<file path="src/common/pcb_consts.svh">
// command codes, special cycle fields and decode timing of the claim logic
`ifndef PCB_CONSTS_SVH
`define PCB_CONSTS_SVH
`define PCB_CMD_SPECIAL 4'h1
`define PCB_CMD_IORD 4'h2
`define PCB_CMD_IOWR 4'h3
`define PCB_CMD_MEMRD 4'h6
`define PCB_CMD_MEMWR 4'h7
`define PCB_CMD_CFGRD 4'hA
`define PCB_CMD_CFGWR 4'hB
`define PCB_CMD_MRM 4'hC
`define PCB_CMD_MRL 4'hE
`define PCB_CMD_MWI 4'hF
`define PCB_CFG_TYPE0 2'h0
`define PCB_CFG_TYPE1 2'h1
`define PCB_SPC_DEVICE 5'h1F
`define PCB_SPC_FUNCTION 3'h7
`define PCB_DECODE_LAST 2'h1
`define PCB_PRI_SYNC_IDLE 42'h200_0000_0001
`define PCB_SEC_SYNC_IDLE 41'h100_0000_0000
`endif

</file>
<file path="src/common/pcb_pkg.sv">
// state and answer types of the claim logic
package pcb_pkg;
  typedef enum logic [1:0] {TGT_IDLE = 2'b00, TGT_WAIT = 2'b01, TGT_RESP = 2'b10} pcb_tgt_t;
  typedef enum logic [1:0] {ENG_IDLE = 2'b00, ENG_RUN = 2'b01, ENG_HELD = 2'b10} pcb_eng_t;
  typedef enum logic [1:0] {ANS_NORMAL = 2'b01, ANS_RETRY = 2'b10} pcb_ans_t;
endpackage

</file>
<file path="src/pcb_claim_forward.sv">
// claim, retry and forwarding decisions of a two-port pci bridge
// Functional notes
// RULE1: secondary config read, type 0 write: ignore
// RULE2: secondary type 1 non-special write: ignore
// RULE3: special request to primary bus: special cycle
// RULE4: special request outside all buses: forward type1
// RULE5: special request inside secondary range: ignore
// RULE6: masters begin every cycle by asserting frame
// RULE7: primary local target: stay silent, watch select
// RULE8: primary to secondary: claim, complete or retry
// RULE9: run downstream, hold result until repeated
// RULE10: primary cycle to nowhere: leave unclaimed
// RULE11: secondary local or unknown target: stay silent
// RULE12: secondary to primary: claim, complete or retry
// RULE13: run upstream, finish when initiator repeats
// RULE14: retried initiator repeats identical command, address
`timescale 1ns/100ps
`include "pcb_consts.svh"
module pcb_claim_forward
  import pcb_pkg::*;
(
  // clock and reset
  input wire logic clk,
  input wire logic reset_n,
  // bridge bus numbers and downstream memory and io window
  input wire logic [7:0] primaryBus,
  input wire logic [7:0] secondaryBus,
  input wire logic [7:0] subordinateBus,
  input wire logic [31:0] windowBase,
  input wire logic [31:0] windowLimit,
  // primary bus pins
  input wire logic priFrameN,
  input wire logic [3:0] priCmd,
  input wire logic [31:0] priAddr,
  input wire logic [3:0] priBe,
  input wire logic priOtherSelN,
  // primary target answer
  output logic primary_device_select_n,
  output logic priTrdyN,
  output logic priStopN,
  // secondary bus pins
  input wire logic secFrameN,
  input wire logic [3:0] secCmd,
  input wire logic [31:0] secAddr,
  input wire logic [3:0] secBe,
  // secondary target answer
  output logic secondary_device_select_n,
  output logic secTrdyN,
  output logic secStopN,
  // request to the secondary master
  output logic dnReqValid,
  output logic [3:0] dnReqCmd,
  output logic [31:0] dnReqAddr,
  output logic [3:0] dnReqBe,
  input wire logic dnReqDone,
  // request to the primary master
  output logic upReqValid,
  output logic [3:0] upReqCmd,
  output logic [31:0] upReqAddr,
  output logic [3:0] upReqBe,
  input wire logic upReqDone
);

  function automatic logic inWin(input logic [31:0] a, input logic [31:0] b,
                                 input logic [31:0] l);
    inWin = (a >= b) && (a <= l);
  endfunction

  function automatic logic isMemIo(input logic [3:0] c);
    case (c)
      `PCB_CMD_IORD, `PCB_CMD_IOWR, `PCB_CMD_MEMRD, `PCB_CMD_MEMWR,
      `PCB_CMD_MRM, `PCB_CMD_MRL, `PCB_CMD_MWI: isMemIo = 1'b1;
      default: isMemIo = 1'b0;
    endcase
  endfunction

  // only memory writes may be posted; everything else is a delayed cycle
  function automatic logic isPostable(input logic [3:0] c);
    isPostable = (c == `PCB_CMD_MEMWR) || (c == `PCB_CMD_MWI);
  endfunction

  function automatic logic sameReq(input logic [3:0] c1, input logic [31:0] a1,
                                   input logic [3:0] b1, input logic [3:0] c2,
                                   input logic [31:0] a2, input logic [3:0] b2);
    sameReq = (c1 == c2) && (a1 == a2) && (b1 == b2);
  endfunction

  logic [41:0] priSync1_r;
  logic [41:0] priSync2_r;
  logic [40:0] secSync1_r;
  logic [40:0] secSync2_r;
  logic priFrameDly_r;
  logic secFrameDly_r;

  // pins from both buses pass two flops before any decision looks at them
  always_ff @(posedge clk or negedge reset_n) begin
    if (!reset_n) begin
      priSync1_r <= `PCB_PRI_SYNC_IDLE;
      priSync2_r <= `PCB_PRI_SYNC_IDLE;
      secSync1_r <= `PCB_SEC_SYNC_IDLE;
      secSync2_r <= `PCB_SEC_SYNC_IDLE;
      priFrameDly_r <= 1'b1;
      secFrameDly_r <= 1'b1;
    end else begin
      priSync1_r <= {priFrameN, priCmd, priAddr, priBe, priOtherSelN};
      priSync2_r <= priSync1_r;
      secSync1_r <= {secFrameN, secCmd, secAddr, secBe};
      secSync2_r <= secSync1_r;
      priFrameDly_r <= priSync2_r[41];
      secFrameDly_r <= secSync2_r[40];
    end
  end

  logic pFrame;
  logic [3:0] pCmd;
  logic [31:0] pAddr;
  logic [3:0] pBe;
  logic pOtherSel;
  logic sFrame;
  logic [3:0] sCmd;
  logic [31:0] sAddr;
  logic [3:0] sBe;
  assign {pFrame, pCmd, pAddr, pBe, pOtherSel} = priSync2_r;
  assign {sFrame, sCmd, sAddr, sBe} = secSync2_r;

  // a cycle starts only on the falling edge of frame (see RULE6)
  logic priStart;
  logic secStart;
  assign priStart = priFrameDly_r && !pFrame;
  assign secStart = secFrameDly_r && !sFrame;

  pcb_tgt_t pState_r;
  pcb_tgt_t sState_r;
  pcb_eng_t dnState_r;
  pcb_eng_t upState_r;
  logic [1:0] pCnt_r;
  logic [3:0] pCmd_r;
  logic [31:0] pAddr_r;
  logic [3:0] pBe_r;
  logic dnPosted_r;
  logic upPosted_r;
  logic [3:0] dnCmd_r;
  logic [31:0] dnAddr_r;
  logic [3:0] dnBe_r;
  logic [3:0] upCmd_r;
  logic [3:0] upOutCmd_r;
  logic [31:0] upAddr_r;
  logic [3:0] upBe_r;
  logic dnValid_r;
  logic upValid_r;
  logic priSel_r;
  logic priTrdy_r;
  logic priStop_r;
  logic secSel_r;
  logic secTrdy_r;
  logic secStop_r;

  // secondary decode
  logic cfgType1;
  logic special;
  logic [7:0] tBus;
  logic inRange;
  logic secHit;
  logic [3:0] secFwdCmd;
  assign cfgType1 = (sCmd == `PCB_CMD_CFGWR) && (sAddr[1:0] == `PCB_CFG_TYPE1);
  assign special = cfgType1 && (sAddr[15:11] == `PCB_SPC_DEVICE) &&
                   (sAddr[10:8] == `PCB_SPC_FUNCTION);
  assign tBus = sAddr[23:16];
  assign inRange = (tBus >= secondaryBus) && (tBus <= subordinateBus);
  // memory and io cycles outside the window are taken as upstream; config reads,
  // type 0 and plain type 1 writes never hit (see RULE1) (see RULE2)
  assign secHit = (isMemIo(sCmd) && !inWin(sAddr, windowBase, windowLimit)) || // see RULE11
                  (special && ((tBus == primaryBus) || !inRange)); // see RULE5
  assign secFwdCmd = (tBus == primaryBus) ? `PCB_CMD_SPECIAL : sCmd; // see RULE3

  // answers: one slot per direction, a busy slot retries everyone else
  logic priDecide;
  logic dnStart;
  logic dnRelease;
  logic secDecide;
  logic upStart;
  logic upRelease;
  pcb_ans_t priAns;
  pcb_ans_t secAns;
  assign priDecide = (pState_r == TGT_WAIT) && pOtherSel && !pFrame &&
                     (pCnt_r == `PCB_DECODE_LAST);
  assign dnStart = priDecide && (dnState_r == ENG_IDLE);
  assign dnRelease = priDecide && (dnState_r == ENG_HELD) && // see RULE14
                     sameReq(pCmd_r, pAddr_r, pBe_r, dnCmd_r, dnAddr_r, dnBe_r);
  assign secDecide = (sState_r == TGT_IDLE) && secStart && secHit;
  assign upStart = secDecide && (upState_r == ENG_IDLE);
  assign upRelease = secDecide && (upState_r == ENG_HELD) &&
                     sameReq(sCmd, sAddr, sBe, upCmd_r, upAddr_r, upBe_r);

  always_comb begin
    priAns = ANS_RETRY;
    if ((dnStart && isPostable(pCmd_r)) || dnRelease) begin
      priAns = ANS_NORMAL; // see RULE8
    end
    secAns = ANS_RETRY;
    if ((upStart && isPostable(sCmd) && !special) || upRelease) begin
      secAns = ANS_NORMAL; // see RULE12
    end
  end

  // primary target: waits two clocks so fast and medium local targets win
  always_ff @(posedge clk or negedge reset_n) begin
    if (!reset_n) begin
      pState_r <= TGT_IDLE;
      pCnt_r <= 2'h0;
      pCmd_r <= 4'h0;
      pAddr_r <= 32'h0000_0000;
      pBe_r <= 4'h0;
      priSel_r <= 1'b1;
      priTrdy_r <= 1'b1;
      priStop_r <= 1'b1;
    end else begin
      case (pState_r)
        TGT_IDLE: begin
          if (priStart && isMemIo(pCmd) && inWin(pAddr, windowBase, windowLimit)) begin
            pState_r <= TGT_WAIT; // see RULE10
            pCnt_r <= 2'h0;
            pCmd_r <= pCmd;
            pAddr_r <= pAddr;
            pBe_r <= pBe;
          end
        end
        TGT_WAIT: begin
          pCnt_r <= pCnt_r + 2'h1;
          if (!pOtherSel || pFrame) begin
            pState_r <= TGT_IDLE; // see RULE7
          end else if (priDecide) begin
            pState_r <= TGT_RESP;
            priSel_r <= 1'b0; // see RULE8
            priTrdy_r <= (priAns != ANS_NORMAL);
            priStop_r <= (priAns != ANS_RETRY);
          end
        end
        TGT_RESP: begin
          if (pFrame) begin
            pState_r <= TGT_IDLE;
            priSel_r <= 1'b1;
            priTrdy_r <= 1'b1;
            priStop_r <= 1'b1;
          end
        end
        default: pState_r <= TGT_IDLE;
      endcase
    end
  end

  // secondary target: positive decode, answers at the start of the cycle
  always_ff @(posedge clk or negedge reset_n) begin
    if (!reset_n) begin
      sState_r <= TGT_IDLE;
      secSel_r <= 1'b1;
      secTrdy_r <= 1'b1;
      secStop_r <= 1'b1;
    end else begin
      case (sState_r)
        TGT_IDLE: begin
          if (secDecide) begin
            sState_r <= TGT_RESP;
            secSel_r <= 1'b0; // see RULE12
            secTrdy_r <= (secAns != ANS_NORMAL);
            secStop_r <= (secAns != ANS_RETRY);
          end
        end
        TGT_RESP: begin
          if (sFrame) begin
            sState_r <= TGT_IDLE;
            secSel_r <= 1'b1;
            secTrdy_r <= 1'b1;
            secStop_r <= 1'b1;
          end
        end
        default: sState_r <= TGT_IDLE;
      endcase
    end
  end

  // downstream slot: posted writes free it on completion, others hold it
  always_ff @(posedge clk or negedge reset_n) begin
    if (!reset_n) begin
      dnState_r <= ENG_IDLE;
      dnValid_r <= 1'b0;
      dnPosted_r <= 1'b0;
      dnCmd_r <= 4'h0;
      dnAddr_r <= 32'h0000_0000;
      dnBe_r <= 4'h0;
    end else begin
      case (dnState_r)
        ENG_IDLE: begin
          if (dnStart) begin
            dnState_r <= ENG_RUN; // see RULE9
            dnValid_r <= 1'b1;
            dnPosted_r <= isPostable(pCmd_r);
            dnCmd_r <= pCmd_r;
            dnAddr_r <= pAddr_r;
            dnBe_r <= pBe_r;
          end
        end
        ENG_RUN: begin
          if (dnReqDone) begin
            dnValid_r <= 1'b0;
            dnState_r <= dnPosted_r ? ENG_IDLE : ENG_HELD; // see RULE9
          end
        end
        ENG_HELD: begin
          if (dnRelease) begin
            dnState_r <= ENG_IDLE;
          end
        end
        default: dnState_r <= ENG_IDLE;
      endcase
    end
  end

  // upstream slot: keeps the original command for matching the repeat
  always_ff @(posedge clk or negedge reset_n) begin
    if (!reset_n) begin
      upState_r <= ENG_IDLE;
      upValid_r <= 1'b0;
      upPosted_r <= 1'b0;
      upCmd_r <= 4'h0;
      upOutCmd_r <= 4'h0;
      upAddr_r <= 32'h0000_0000;
      upBe_r <= 4'h0;
    end else begin
      case (upState_r)
        ENG_IDLE: begin
          if (upStart) begin
            upState_r <= ENG_RUN; // see RULE13
            upValid_r <= 1'b1;
            upPosted_r <= isPostable(sCmd) && !special;
            upCmd_r <= sCmd;
            upOutCmd_r <= special ? secFwdCmd : sCmd; // see RULE4
            upAddr_r <= sAddr;
            upBe_r <= sBe;
          end
        end
        ENG_RUN: begin
          if (upReqDone) begin
            upValid_r <= 1'b0;
            upState_r <= upPosted_r ? ENG_IDLE : ENG_HELD; // see RULE13
          end
        end
        ENG_HELD: begin
          if (upRelease) begin
            upState_r <= ENG_IDLE;
          end
        end
        default: upState_r <= ENG_IDLE;
      endcase
    end
  end

  assign primary_device_select_n = priSel_r;
  assign priTrdyN = priTrdy_r;
  assign priStopN = priStop_r;
  assign secondary_device_select_n = secSel_r;
  assign secTrdyN = secTrdy_r;
  assign secStopN = secStop_r;
  assign dnReqValid = dnValid_r;
  assign dnReqCmd = dnCmd_r;
  assign dnReqAddr = dnAddr_r;
  assign dnReqBe = dnBe_r;
  assign upReqValid = upValid_r;
  assign upReqCmd = upOutCmd_r;
  assign upReqAddr = upAddr_r;
  assign upReqBe = upBe_r;
endmodule

</file>
<file path="config.mk">
export PLATFORM = sky130hd
export DESIGN_NAME = pcb_claim_forward
export DESIGN_NICKNAME = d
export VERILOG_FILES = /design/src/common/pcb_pkg.sv /design/src/pcb_claim_forward.sv
export VERILOG_INCLUDE_DIRS = /design/src /design/src/common
export SDC_FILE = /design/constraint.sdc
export NUM_CORES = 1
export LEC_CHECK = 0
export ABC_CLOCK_PERIOD_IN_PS = 8200
export BUFFER_PORTS_ARGS = -buffer_cell sky130_fd_sc_hd__buf_4
export CORE_MARGIN = 4
export CORE_UTILIZATION = 50
export CTS_CLUSTER_SIZE = 20
export DETAILED_ROUTE_END_ITERATION = 10
export PLACE_DENSITY = 0.73
export SLEW_MARGIN = 30
export SYNTH_ARGS = -nofsm -noshare
export SYNTH_HDL_FRONTEND = slang
export SYNTH_SLANG_ARGS = --single-unit
export TNS_END_PERCENT = 1
</file>
<file path="constraint.sdc">
create_clock -name clk -period 8.2 [get_ports clk]
set_clock_uncertainty 0.1 [all_clocks]
set_input_delay 2.46 -clock clk [delete_from_list [all_inputs] [get_ports clk]]
set_output_delay 2.46 -clock clk [all_outputs]
set_load 0.02 [all_outputs]
</file>
-- Word level (Yosys, flattened, before mapping)
Cells that the tools add are included.
- flip-flop bits (word level): 312
- bits in latches: 0
- RAM bits: 0
- memory bits (read-only): 0
- logic and storage cells: 207
- memories: 0
- add/sub/neg operators: 1
- multiply operators: 0
- div/mod/pow operators: 0
- $lt $le $gt $ge: 6
- eq/ne operators: 52
- shift operators: 0
- mux-type cells: 50
- bitwise gates (word level): 0
- reduce and logical (&&, ||, !) cells: 67
- operators with widths (operator ; number):
    $eq 32x32->1 ; 2
    $ge 32x32->1 ; 2
    $le 32x32->1 ; 2
    $mux 2 ; 17
    $eq 4x4->1 const B ; 8
    $logic_and 1x1->1 ; 31
    $ne 2x2->1 const B ; 14
    $eq 4x3->1 const B ; 5
    $mux 1 ; 18
    $pmux 2 s3 ; 3
    $reduce_and 3->1 ; 6
    $eq 4x2->1 const B ; 4
    $eq 4x4->1 ; 4
    $pmux 1 s2 ; 8
    $reduce_or 7->1 ; 2
    $eq 2x1->1 const B ; 5
    $reduce_and 2->1 ; 5
    $reduce_bool 2->1 ; 5
    $eq 2x2->1 const B ; 4
    $eq 8x8->1 ; 1
    $ge 8x8->1 ; 1
    $le 8x8->1 ; 1
    $logic_not 2->1 ; 4
    $mux 4 ; 2
    9 further kinds ; 22

-- Logic depth before layout (Yosys ltp)
Gate-level depths: netlist (run 1).
- depth in word-level cells: 15
- mapped depth: 12
- depth with buffers taken out: 10

-- Least setup slack after synthesis (run 1)
Ideal clock, no wire load.
- path type: input port to flip-flop
- start point: input windowLimit[17]
- end point: register pAddr_r[0]
- arrival time: 5142 ps
- data required time: 7975 ps
- slack: 2833 ps
- stages on the path: 11
- cell sequence: inv_1 -> ha_1 -> a21o_1 -> a21o_1 -> a21o_1 -> a221o_1 -> a2111oi_4 -> o21ai_2 -> a2111oi_4 -> buf_6 -> mux2_4
- cells in the longest elaborated chain, start to end: 4
- RTL lines (item ; RTL line ; source):
    start, declared ; pcb_claim_forward.sv:30 ; input wire logic [31:0] windowLimit,
    $le 32x32->1 ; pcb_claim_forward.sv:66 ; inWin = (a >= b) && (a <= l);
    $logic_and 1x1->1 ; pcb_claim_forward.sv:66 ;
    $logic_and 1x1->1 ; pcb_claim_forward.sv:220 ; if (priStart && isMemIo(pCmd) && inWin(pAddr, windowBase, windowLimit)) begin
    $reduce_and 2->1 (no source line) ; n/a ;
    end signal, assigned ; pcb_claim_forward.sv:224 ; pAddr_r <= pAddr;
    end, declared ; pcb_claim_forward.sv:138 ; logic [31:0] pAddr_r;
Every way passes these cells.
A chain may end at the register's enable or synchronous reset.

-- Worst setup path after layout (run 1)
- start point: input windowLimit[14]
- end point: register pCmd_r[3]
- cells in the longest elaborated chain, start to end: 4
- RTL lines (item ; RTL line ; source):
    $le 32x32->1 ; pcb_claim_forward.sv:66 ;
    $logic_and 1x1->1 ; pcb_claim_forward.sv:66 ;
    $logic_and 1x1->1 ; pcb_claim_forward.sv:220 ;
    $reduce_and 2->1 (no source line) ; n/a ;
    end signal, assigned ; pcb_claim_forward.sv:223 ; pCmd_r <= pCmd;
    end, declared ; pcb_claim_forward.sv:137 ; logic [3:0] pCmd_r;
Every way passes these cells.

==> impl_metrics.env, run 1 <==
export IMPL_synth_cells=1084
export IMPL_die_height_microns=176.6
export IMPL_syn2layout_area_growth_pct=24.83
export IMPL_r2r_cells=8
export IMPL_grt_ovfl_total=0
export IMPL_post_cts_buffers=0
export IMPL_worstPathMaxFanout=43
export IMPL_synth_area_top_cells="dfrtp_1, ha_1, mux2_2, mux2_4, xnor2_1"
export IMPL_drt_wl_total_mm=36.05
export IMPL_synthArstFlopShare_pct=100.0
export IMPL_worst_slew_pin_slew_ns=0.8616
export IMPL_slew_viol_final=0
export IMPL_core_sq_mm=0.02793
export IMPL_crit_start="windowLimit[14]"
export IMPL_drcViolationCount=0
export IMPL_path_class="primary input to flop"
export IMPL_syn_area_per_cell_sq_um=13.11
export IMPL_dr_total_vias=9441
export IMPL_synthFlopType="dfrtp_1"
export IMPL_required_ns=8.49
export IMPL_cts_resized=0
export IMPL_fmax_mhz=184.9
export IMPL_synth_top_area_share_pct=52.31
export IMPL_power_switching_mw=1.330
export IMPL_worstSetupEndpointType="flop"
export IMPL_hp_class="flop to flop"
export IMPL_start_util_pct=50.86
export IMPL_ant_nets=0
export IMPL_synth_edf_count=0
export IMPL_port_buffers=262
export IMPL_ys_seq_elements=311
export IMPL_drt_pre_antenna_iters=5
export IMPL_p_per_area_mw_per_mm2=256.5
export IMPL_fin_util_pct=63.50
export IMPL_r2r_slack_ns=4.44
export IMPL_yosys_warnings=0
export IMPL_grt_pass1_wl_mm=54.44
export IMPL_rows=61
export IMPL_finalSetupTns_ns=0
export IMPL_die_area_sq_mm=0.03118
export IMPL_clockPowerShare_pct=32.1
export IMPL_status="complete, no violations"
export IMPL_clock_latency_ns=0.51
export IMPL_nets=1695
export IMPL_leakagePower_nw=8.908
export IMPL_drt_initial_drc_count=594
export IMPL_cts_sinks=311
export IMPL_internal_power_mw=3.218
export IMPL_maxCapViolCount=0
export IMPL_synth_area_leader_cell="dfrtp_1"
export IMPL_die_x_microns=176.6
export IMPL_r2r_end="pCmd_r[3]$_DFFE_PN0P_"
export IMPL_root_buffer="clkbuf_16"
export IMPL_routedWlPerCell_microns=20.29
export IMPL_finalSetupViolCount=0
export IMPL_power_switching_share_pct=29.25
export IMPL_drive_gt1_share_pct=32.55
export IMPL_clk_path_buf_depth=3
export IMPL_yosysSeqAreaShare_pct=54.90
export IMPL_hold_viol_final=0
export IMPL_critPathLaunchType="primary input"
export IMPL_ir_drop_v=0.0001759
export IMPL_post_route_min_period_ns=5.409
export IMPL_track_usage_pct=22.82
export IMPL_grt_setup_unrepaired="no"
export IMPL_clkTransAtPathRegs_ns=0.06
export IMPL_setup_worst_path_end="pCmd_r[3]$_DFFE_PN0P_"
export IMPL_slew_headroom_pct=42.03
export IMPL_grt_pass1_vias=9567
export IMPL_power_frac_seq_pct=44.4
export IMPL_worstReg2RegStart="priSync2_r[32]$_DFF_PN0_"
export IMPL_cts_buffers=34
export IMPL_post_route_period_util_pct=65.96
export IMPL_p_comb_share_pct=23.5
export IMPL_ys_types=60
export IMPL_htreeDepth=2
export IMPL_antenna_found_initial=0
export IMPL_dp_hpwl_mm=27.87
export IMPL_grt_max_degree=174
export IMPL_synth_nets=1404
export IMPL_arrival_ns=5.70
export IMPL_cts_tree="built"
export IMPL_total_power_mw=4.549
export IMPL_gp_congestion=0.9036
export IMPL_synthesis_area_sq_mm=0.01421
export IMPL_ios=263
export IMPL_viasPerCell=5.313
export IMPL_ctsHoldBuffers=0
-- through the flow --
step | hold slack (ns) | area, sq um | setup slack [ns] | cells
2_1_floorplan | 0.2312 | 14210 | 2.833 | 1084
3_3_place_gp | 0.2313 | 16630 | 2.399 | 1716
3_5_place_dp | 0.2347 | 16660 | 2.248 | 1717
4_1_cts | 0.2417 | 17730 | 2.783 | 1776
5_1_grt | 0.2471 | 17730 | 2.649 | 1776
6_report | 0.2416 | 17740 | 2.791 | 1777
-- cell usage after synthesis, types with 4 or more instances --
| cell | number |
|---|---|
| a211oi_1 | 7 |
| a21o_1 | 32 |
| a21oi_1 | 46 |
| buf_6 | 4 |
| clkbuf_1 | 6 |
| dfrtp_1 | 297 |
| dfstp_2 | 14 |
| ha_1 | 145 |
| inv_1 | 92 |
| mux2_1 | 7 |
| mux2_2 | 86 |
| mux2_4 | 30 |
| mux2i_1 | 4 |
| nand2_1 | 38 |
| nand2b_1 | 8 |
| nand3_1 | 8 |
| nand4_1 | 39 |
| nor2_1 | 22 |
| nor2b_1 | 6 |
| nor4_1 | 16 |
| o211ai_1 | 5 |
| o21ai_0 | 27 |
| xnor2_1 | 49 |
| xor2_1 | 39 |
-- power by group through the flow --
stage / combinational, mW / sequential [mW] / clock [mW]
after floorplan: 0.503 / 2.12 / 0
after global placement: 1.05 / 2.03 / 0
after detailed placement: 1.07 / 2.05 / 0
final: 1.07 / 2.02 / 1.46
after global routing: 1.15 / 2.05 / 1.57
after CTS: 1.08 / 2.02 / 1.50
-- cells by family after synthesis --
family          Yosys count  share of synthesized area, %
flops                   311                         54.90
mux                     127                         10.82
xor+xnor                 88                         5.424
fa+ha+maj               145                         12.77
buf+inv                 105                         3.012
simple gates            157                         5.927
compound gates          151                         7.151
-- metal layers --
layer / GRT usage [%] / vias to the layer above / part of all wire, %
met3: 4.775 / 47 / 7.4
met5: 0 / - / 0
li1: - / 4430 / -
met4: 5.738 / 0 / 2.0
met2: 35.64 / 309 / 46
met1: 33.00 / 4655 / 45
-- how the worst min path moves through the flow --
stage	cells past startpoint	end	slack, ns	start
4_1_cts	0	secSync2_r[13]$_DFF_PN0_	0.24	secSync1_r[13]$_DFF_PN0_
5_1_grt	0	priSync2_r[6]$_DFF_PN0_	0.25	priSync1_r[6]$_DFF_PN0_
2_1_floorplan	0	priSync2_r[10]$_DFF_PN0_	0.23	priSync1_r[10]$_DFF_PN0_
3_3_place_gp	0	priSync2_r[8]$_DFF_PN0_	0.23	priSync1_r[8]$_DFF_PN0_
6_report	0	priSync2_r[6]$_DFF_PN0_	0.24	priSync1_r[6]$_DFF_PN0_
3_5_place_dp	0	priSync2_r[1]$_DFF_PN0_	0.23	priSync1_r[1]$_DFF_PN0_
-- critical path, stage by stage --
cell,delay [ns]
buf_4,0.10
inv_1,0.06
ha_1,0.30
nand3_1,0.11
nor3_1,0.29
nand3_1,0.20
or4_2,0.73
a2111oi_4,0.36
buf_4,0.65
mux2_2,0.41
-- cells in the final DEF (no fill, tap or decap), drive strengths merged, types with 29 or more instances in the layout --
cell type | Yosys | final
a21o | 32 | 32
a21oi | 46 | 46
buf | 7 | 268
clkbuf | 6 | 53
dfrtp | 297 | 297
ha | 145 | 145
inv | 92 | 93
mux2 | 123 | 123
nand2 | 38 | 38
nand4 | 39 | 39
o21ai | 29 | 29
xnor2 | 49 | 49
xor2 | 39 | 39
-- final cells by class --
class,instances,area [sq um]
Sequential cell,311,7800
Multi-Input combinational cell,668,5986
Antenna cell,1,2.502
Inverter,92,345.3
Clock buffer,53,1013
Tap cell,378,473.0
Clock inverter,6,65.06
Timing Repair Buffer,268,2052
Fill cell,2170,10200
-- state kept, by name, summed over array words and instances (netlist names), 2 cells and up --
| signal | count |
|---|---|
| pCmd_r | 4 |
| upReqBe | 4 |
| dnReqCmd | 4 |
| upReqCmd | 4 |
| pCnt_r | 2 |
| pAddr_r | 32 |
| secSync1_r | 41 |
| dnReqBe | 4 |
| priSync1_r | 42 |
| dnReqAddr | 32 |
| priSync2_r | 42 |
| secSync2_r | 41 |
| pBe_r | 4 |
| pState_r | 2 |
| upState_r | 2 |
| upCmd_r | 4 |
| dnState_r | 2 |
| upReqAddr | 32 |
Note: power is estimated with default switching activity, not from simulation.
==> run 2, diff against run 1 <==
Settings changed: ABC_CLOCK_PERIOD_IN_PS 8200 to 5200.
Clock period 8.2 ns to 5.2 ns, I/O delays scaled along.
==> impl_metrics.env, run 2 (synthesis results as in run 1) <==
export IMPL_required_ns=5.49
export IMPL_drcViolationCount=0
export IMPL_critPathLaunchType="primary input"
export IMPL_path_buf_inv=3
export IMPL_finalSetupTns_ns=0
export IMPL_root_buffer="clkbuf_16"
export IMPL_status="complete, no violations"
export IMPL_pre_cts_slack_ns=0.5165
export IMPL_crit_path_frequent_cell="a2111oi_4"
export IMPL_finalNonFillerCells=1778
export IMPL_cts_sinks=311
export IMPL_grt_pass1_vias=9648
export IMPL_arrival_ns=4.47
export IMPL_hold_worst_slack_ns=0.2419
export IMPL_top_regs="priSync1_r x42, priSync2_r x42"
export IMPL_gp_congestion=0.9010
export IMPL_finalSetupViolCount=0
export IMPL_p_per_area_mw_per_mm2=402.0
export IMPL_path_class="primary input to flop"
export IMPL_worstPathMaxFanout=43
export IMPL_worstSetupEndpointType="flop"
export IMPL_post_route_period_util_pct=80.55
export IMPL_clock_latency_ns=0.51
export IMPL_fmax_mhz=238.7
export IMPL_start_util_pct=50.86
export IMPL_max_stage_delay_ns=0.38
export IMPL_clk_path_buf_depth=3
export IMPL_drt_initial_drc_count=673
export IMPL_ir_drop_v=0.0002974
export IMPL_hp_class="flop to flop"
export IMPL_track_usage_pct=22.87
export IMPL_syn2layout_area_growth_pct=24.85
export IMPL_fin_ws_ns=1.011
export IMPL_crit_chain="buf_4, inv_1, ha_1, a211oi_2, o21bai_1, a21o_1, a221o_1, a2111oi_4, o21ai_2, a2111oi_4, buf_12, mux2_2"
export IMPL_ios=263
export IMPL_die_height_microns=176.6
export IMPL_slowest_stage="mux2_2"
export IMPL_internal_power_mw=5.021
export IMPL_grt_max_degree=102
export IMPL_slew_headroom_pct=41.45
export IMPL_drt_wl_total_mm=35.69
export IMPL_htreeDepth=2
export IMPL_hold_viol_final=0
export IMPL_mostFrequentLayoutCells="dfrtp_1, buf_4, ha_1"
export IMPL_post_route_min_period_ns=4.189
export IMPL_power_switching_mw=2.109
export IMPL_nets=1696
export IMPL_drive_gt1_share_pct=32.59
export IMPL_grt_setup_unrepaired="no"
export IMPL_r2r_slack_ns=1.71
export IMPL_grt_ovfl_total=0
export IMPL_viasPerCell=5.275
export IMPL_die_x_microns=176.6
export IMPL_dp_cells=1718
export IMPL_ctsHoldBuffers=0
export IMPL_routedWlPerCell_microns=20.07
export IMPL_power_frac_seq_pct=44.7
export IMPL_power_switching_share_pct=29.58
export IMPL_cts_buffers=34
export IMPL_clockPowerShare_pct=31.7
export IMPL_port_buffers=262
export IMPL_ant_nets=0
export IMPL_rows=61
export IMPL_final_common_cell="dfrtp_1"
export IMPL_dr_total_vias=9379
export IMPL_cts_resized=0
export IMPL_critPathTopFamily="compound AO/OA/AOI/OAI gates"
export IMPL_slew_viol_final=0
export IMPL_clkTransAtPathRegs_ns=0.06
export IMPL_die_area_sq_mm=0.03118
export IMPL_core_sq_mm=0.02793
export IMPL_post_cts_buffers=0
export IMPL_antenna_found_initial=1
export IMPL_p_comb_share_pct=23.6
export IMPL_drt_pre_antenna_iters=5
export IMPL_dp_hpwl_mm=27.60
export IMPL_cts_tree="built"
export IMPL_worst_slew_pin_slew_ns=0.8702
export IMPL_leakagePower_nw=8.900
export IMPL_maxCapViolCount=0
export IMPL_grt_pass1_wl_mm=54.81
## run 2: cell types whose count changed in the layout (fill, tap and decap cells not counted)
cell | before | now
bufinv_16 | 1 | 0
nor3_2 | 1 | 0
clkinvlp_4 | 1 | 2
buf_12 | 1 | 3
inv_16 | 0 | 1
clkbuf_8 | 7 | 6
buf_16 | 1 | 0
nor3_4 | 0 | 1
## run 2: worst reg2reg max path, cell delays in order (launching register included)
cell and delay, ns:
dfrtp_1 0.46, ha_1 0.33, a21o_1 0.18, a21o_1 0.16, a21o_1 0.18, a221o_1 0.35
a2111oi_4 0.37, o21ai_2 0.12, a2111oi_4 0.35, buf_12 0.35, mux2_2 0.42
## run 2: path summary, 6_finish.rpt
| path | start | end | cells after the start |
|---|---|---|---|
| min in group asynchronous | reset_n | secSync1_r[2]$_DFF_PN0_ | 1 |
| setup / recovery | windowLimit[21] | pBe_r[3]$_DFFE_PN0P_ | 12 |
| max in group asynchronous | reset_n | priSync1_r[41]$_DFF_PN1_ | 2 |
| hold reg to reg | secSync1_r[30]$_DFF_PN0_ | secSync2_r[30]$_DFF_PN0_ | 0 |
| hold / removal | secSync1_r[30]$_DFF_PN0_ | secSync2_r[30]$_DFF_PN0_ | 0 |
| setup reg to reg | priSync2_r[22]$_DFF_PN0_ | pBe_r[3]$_DFFE_PN0P_ | 10 |
## run 2: cell type report
class | instances | area, sq um
diodes | 1 | 2.502
clock buffers | 52 | 999.7
clock inverters | 7 | 62.56
fillers | 2173 | 10190
inverters | 92 | 345.3
multi-input cells | 668 | 5992
flip-flops and latches | 311 | 7800
well taps | 378 | 473.0
repair buffers | 269 | 2064
## run 2: per-layer routing
| metal | share of wire (%) | global-route usage (%) | up-vias | routed length (microns) |
|---|---|---|---|---|
| met4 | 2.0 | 5.932 | 0 | 722 |
| li1 | - | - | 4435 | - |
| met3 | 6.9 | 4.154 | 48 | 2459 |
| met5 | 0 | 0 | - | 0 |
| met2 | 45 | 34.90 | 337 | 16060 |
| met1 | 46 | 34.15 | 4559 | 16450 |
## run 2: through the flow
step / utilization [%] / power (mW) / area (sq um)
2_1_floorplan: - / 4.133 / 14210
3_3_place_gp: 59.67 / 4.859 / 16670
3_5_place_dp: 59.69 / 4.913 / 16670
4_1_cts: 63.50 / 7.202 / 17740
5_1_grt: 63.50 / 7.492 / 17740
6_report: 63.50 / 7.131 / 17740
## run 2: power groups by stage
stage | logic, mW | registers (mW) | clock network [mW]
after floorplan | 0.794 | 3.34 | 0
after global placement | 1.65 | 3.21 | 0
after detailed placement | 1.69 | 3.22 | 0
after CTS | 1.70 | 3.19 | 2.32
after global routing | 1.82 | 3.24 | 2.43
final | 1.68 | 3.19 | 2.26
==> run 3, diff against run 2 <==
Settings changed: ABC_AREA set to 1, ABC_CLOCK_PERIOD_IN_PS 5200 to 4000.
Clock period 5.2 ns to 4 ns, I/O delays scaled along.
==> impl_metrics.env, run 3 <==
export IMPL_status="complete, no violations"
export IMPL_clk_path_buf_depth=3
export IMPL_hp_class="flop to flop"
export IMPL_worstPathMaxFanout=83
export IMPL_finalSetupTns_ns=0
export IMPL_cts_tree="built"
export IMPL_hold_worst_slack_ns=0.2420
export IMPL_post_cts_buffers=0
export IMPL_fmax_mhz=320.0
export IMPL_clkTransAtPathRegs_ns=0.06
export IMPL_ctsHoldBuffers=0
export IMPL_dp_hpwl_mm=29.34
export IMPL_dpl_instance_area_sq_mm=0.01697
export IMPL_slew_headroom_pct=42.61
export IMPL_final_common_cell="nand2_1"
export IMPL_worst_slew_pin_slew_ns=0.8609
export IMPL_core_sq_mm=0.02863
export IMPL_nets=2116
export IMPL_htreeDepth=2
export IMPL_path_class="primary input to flop"
export IMPL_post_route_min_period_ns=3.125
export IMPL_whs_endpoint="secSync2_r[16]$_DFF_PN0_"
export IMPL_yosysSeqAreaShare_pct=53.78
export IMPL_start_util_pct=50.66
export IMPL_die_x_microns=178.3
export IMPL_yosys_warnings=0
export IMPL_drt_wl_total_mm=38.05
export IMPL_maxCapViolCount=0
export IMPL_grt_max_degree=85
export IMPL_ant_nets=0
export IMPL_drt_initial_drc_count=772
export IMPL_max_stage_delay_ns=0.39
export IMPL_synthFlopType="dfrtp_1"
export IMPL_port_buffers=262
export IMPL_viasPerCell=5.058
export IMPL_worstSetupEndpointType="flop"
export IMPL_cts_buffers=34
export IMPL_track_usage_pct=23.89
export IMPL_antenna_found_initial=2
export IMPL_synth_area_top_cells="dfrtp_1, ha_1, nand2_1, inv_1, o21ai_0"
export IMPL_top_regs="priSync1_r x42, priSync2_r x42"
export IMPL_mostFrequentLayoutCells="nand2_1, dfrtp_1, buf_4"
export IMPL_synth_nets=1834
export IMPL_grt_ovfl_total=0
export IMPL_total_power_mw=8.077
export IMPL_synth_most_common_cell="nand2_1"
export IMPL_hold_viol_final=0
export IMPL_drive_gt1_share_pct=20.16
export IMPL_synth_area_leader_cell="dfrtp_1"
export IMPL_die_height_microns=178.3
export IMPL_r2r_cells=12
export IMPL_die_area_sq_mm=0.03179
export IMPL_required_ns=4.30
export IMPL_post_route_period_util_pct=78.12
export IMPL_synth_cells=1514
export IMPL_p_per_area_mw_per_mm2=447.7
export IMPL_r2r_end="pBe_r[1]$_DFFE_PN0P_"
export IMPL_cts_sinks=311
export IMPL_gp_congestion=0.9427
export IMPL_hold_start="secSync1_r[16]$_DFF_PN0_"
export IMPL_synthArstFlopShare_pct=100.0
export IMPL_syn_area_per_cell_sq_um=9.579
export IMPL_worstReg2RegStart="priSync2_r[36]$_DFF_PN0_"
export IMPL_crit_start="windowLimit[31]"
export IMPL_cts_resized=0
export IMPL_grt_setup_unrepaired="no"
export IMPL_drcViolationCount=0
export IMPL_root_buffer="clkbuf_16"
export IMPL_slew_viol_final=0
export IMPL_synthesis_area_sq_mm=0.01450
export IMPL_ios=263
export IMPL_fin_util_pct=63.03
export IMPL_dr_total_vias=11150
export IMPL_ir_drop_v=0.0002779
export IMPL_synth_edf_count=0
export IMPL_design_area_sq_mm=0.01804
export IMPL_syn2layout_area_growth_pct=24.41
export IMPL_crit_chain="buf_4, inv_1, ha_1, nand2_1, nor2_1, nand2_1, nor4_1, nand2_1, nand3_1, nand2_1, nand4_1, buf_12, nand2_1, o21ai_0"
export IMPL_holdPathStages=0
export IMPL_grt_pass1_wl_mm=58.55
export IMPL_leakagePower_nw=9.692
export IMPL_finalSetupViolCount=0
export IMPL_synthTopCellsByCount="nand2_1, dfrtp_1, inv_1"
export IMPL_routedWlPerCell_microns=17.26
export IMPL_synth_top_area_share_pct=51.25
export IMPL_drt_pre_antenna_iters=5
export IMPL_crit_path_frequent_cell="nand2_1"
export IMPL_ys_seq_elements=311
export IMPL_grt_pass1_vias=11120
export IMPL_rows=62
export IMPL_arrival_ns=3.43
export IMPL_r2r_slack_ns=1.24
export IMPL_slowest_stage="nor4_1"
export IMPL_clock_latency_ns=0.50
export IMPL_ys_types=40
export IMPL_critPathLaunchType="primary input"
run 3: worst max path at each step:
stage                                    endpoint  depth (start not counted)
after floorplan           upReqCmd[0]$_DFFE_PN0P_                         19
after global placement       pBe_r[3]$_DFFE_PN0P_                         13
after detailed placement     pBe_r[1]$_DFFE_PN0P_                         13
after CTS                    pBe_r[1]$_DFFE_PN0P_                         12
after global routing       pAddr_r[5]$_DFFE_PN0P_                         12
final                        pBe_r[1]$_DFFE_PN0P_                         14
run 3: cell families (layout without fill, tap and decap cells):
logic type / count (synthesis) / in the layout / synth area share [%]
compound gates: 232 / 232 / 8.860
xor+xnor: 43 / 43 / 2.597
fa+ha+maj: 145 / 145 / 12.51
buf+inv: 247 / 553 / 6.781
flops: 311 / 311 / 53.78
other cells: 0 / 1 / 0
simple gates: 536 / 536 / 15.47
run 3: where the power goes:
group / switching [mW] / internal [mW] / leakage [nW]
clock network: 1.22 / 1.75 / 0.528
logic: 0.749 / 0.584 / 5.30
registers: 0.284 / 3.49 / 3.86
total: 2.25 / 5.83 / 9.69
run 3: layout make-up:
type	instances	area [sq um]
fill	2401	10580
multi-input combinational	956	5731
clock inverter	13	107.6
timing repair buffer	273	2132
antenna	1	2.502
clock buffer	47	960.9
tap	384	480.5
inverter	220	828.3
sequential	311	7800
run 3: per-stage QoR:
stage          instances  setup WS, ns
2_1_floorplan       1514        0.9480
3_3_place_gp        2144        0.4741
3_5_place_dp        2144        0.3727
4_1_cts             2204        0.8956
5_1_grt             2205        0.7734
6_report            2205        0.8751
run 3: per-layer routing:
metal  routed length [microns]  track usage, %  share of wire (%)
met5                        13               0              0.034
met4                      1365           8.507                3.6
met3                      2650           5.829                7.0
met2                     18120           39.06                 48
met1                     15900           31.25                 42
run 3: critical path: cells and delay by family:
| family | cells | cell delay, ns |
|---|---|---|
| fa+ha+maj | 1 | 0.31 |
| compound gates | 1 | 0.11 |
| buf+inv | 3 | 0.43 |
| simple gates | 9 | 1.34 |
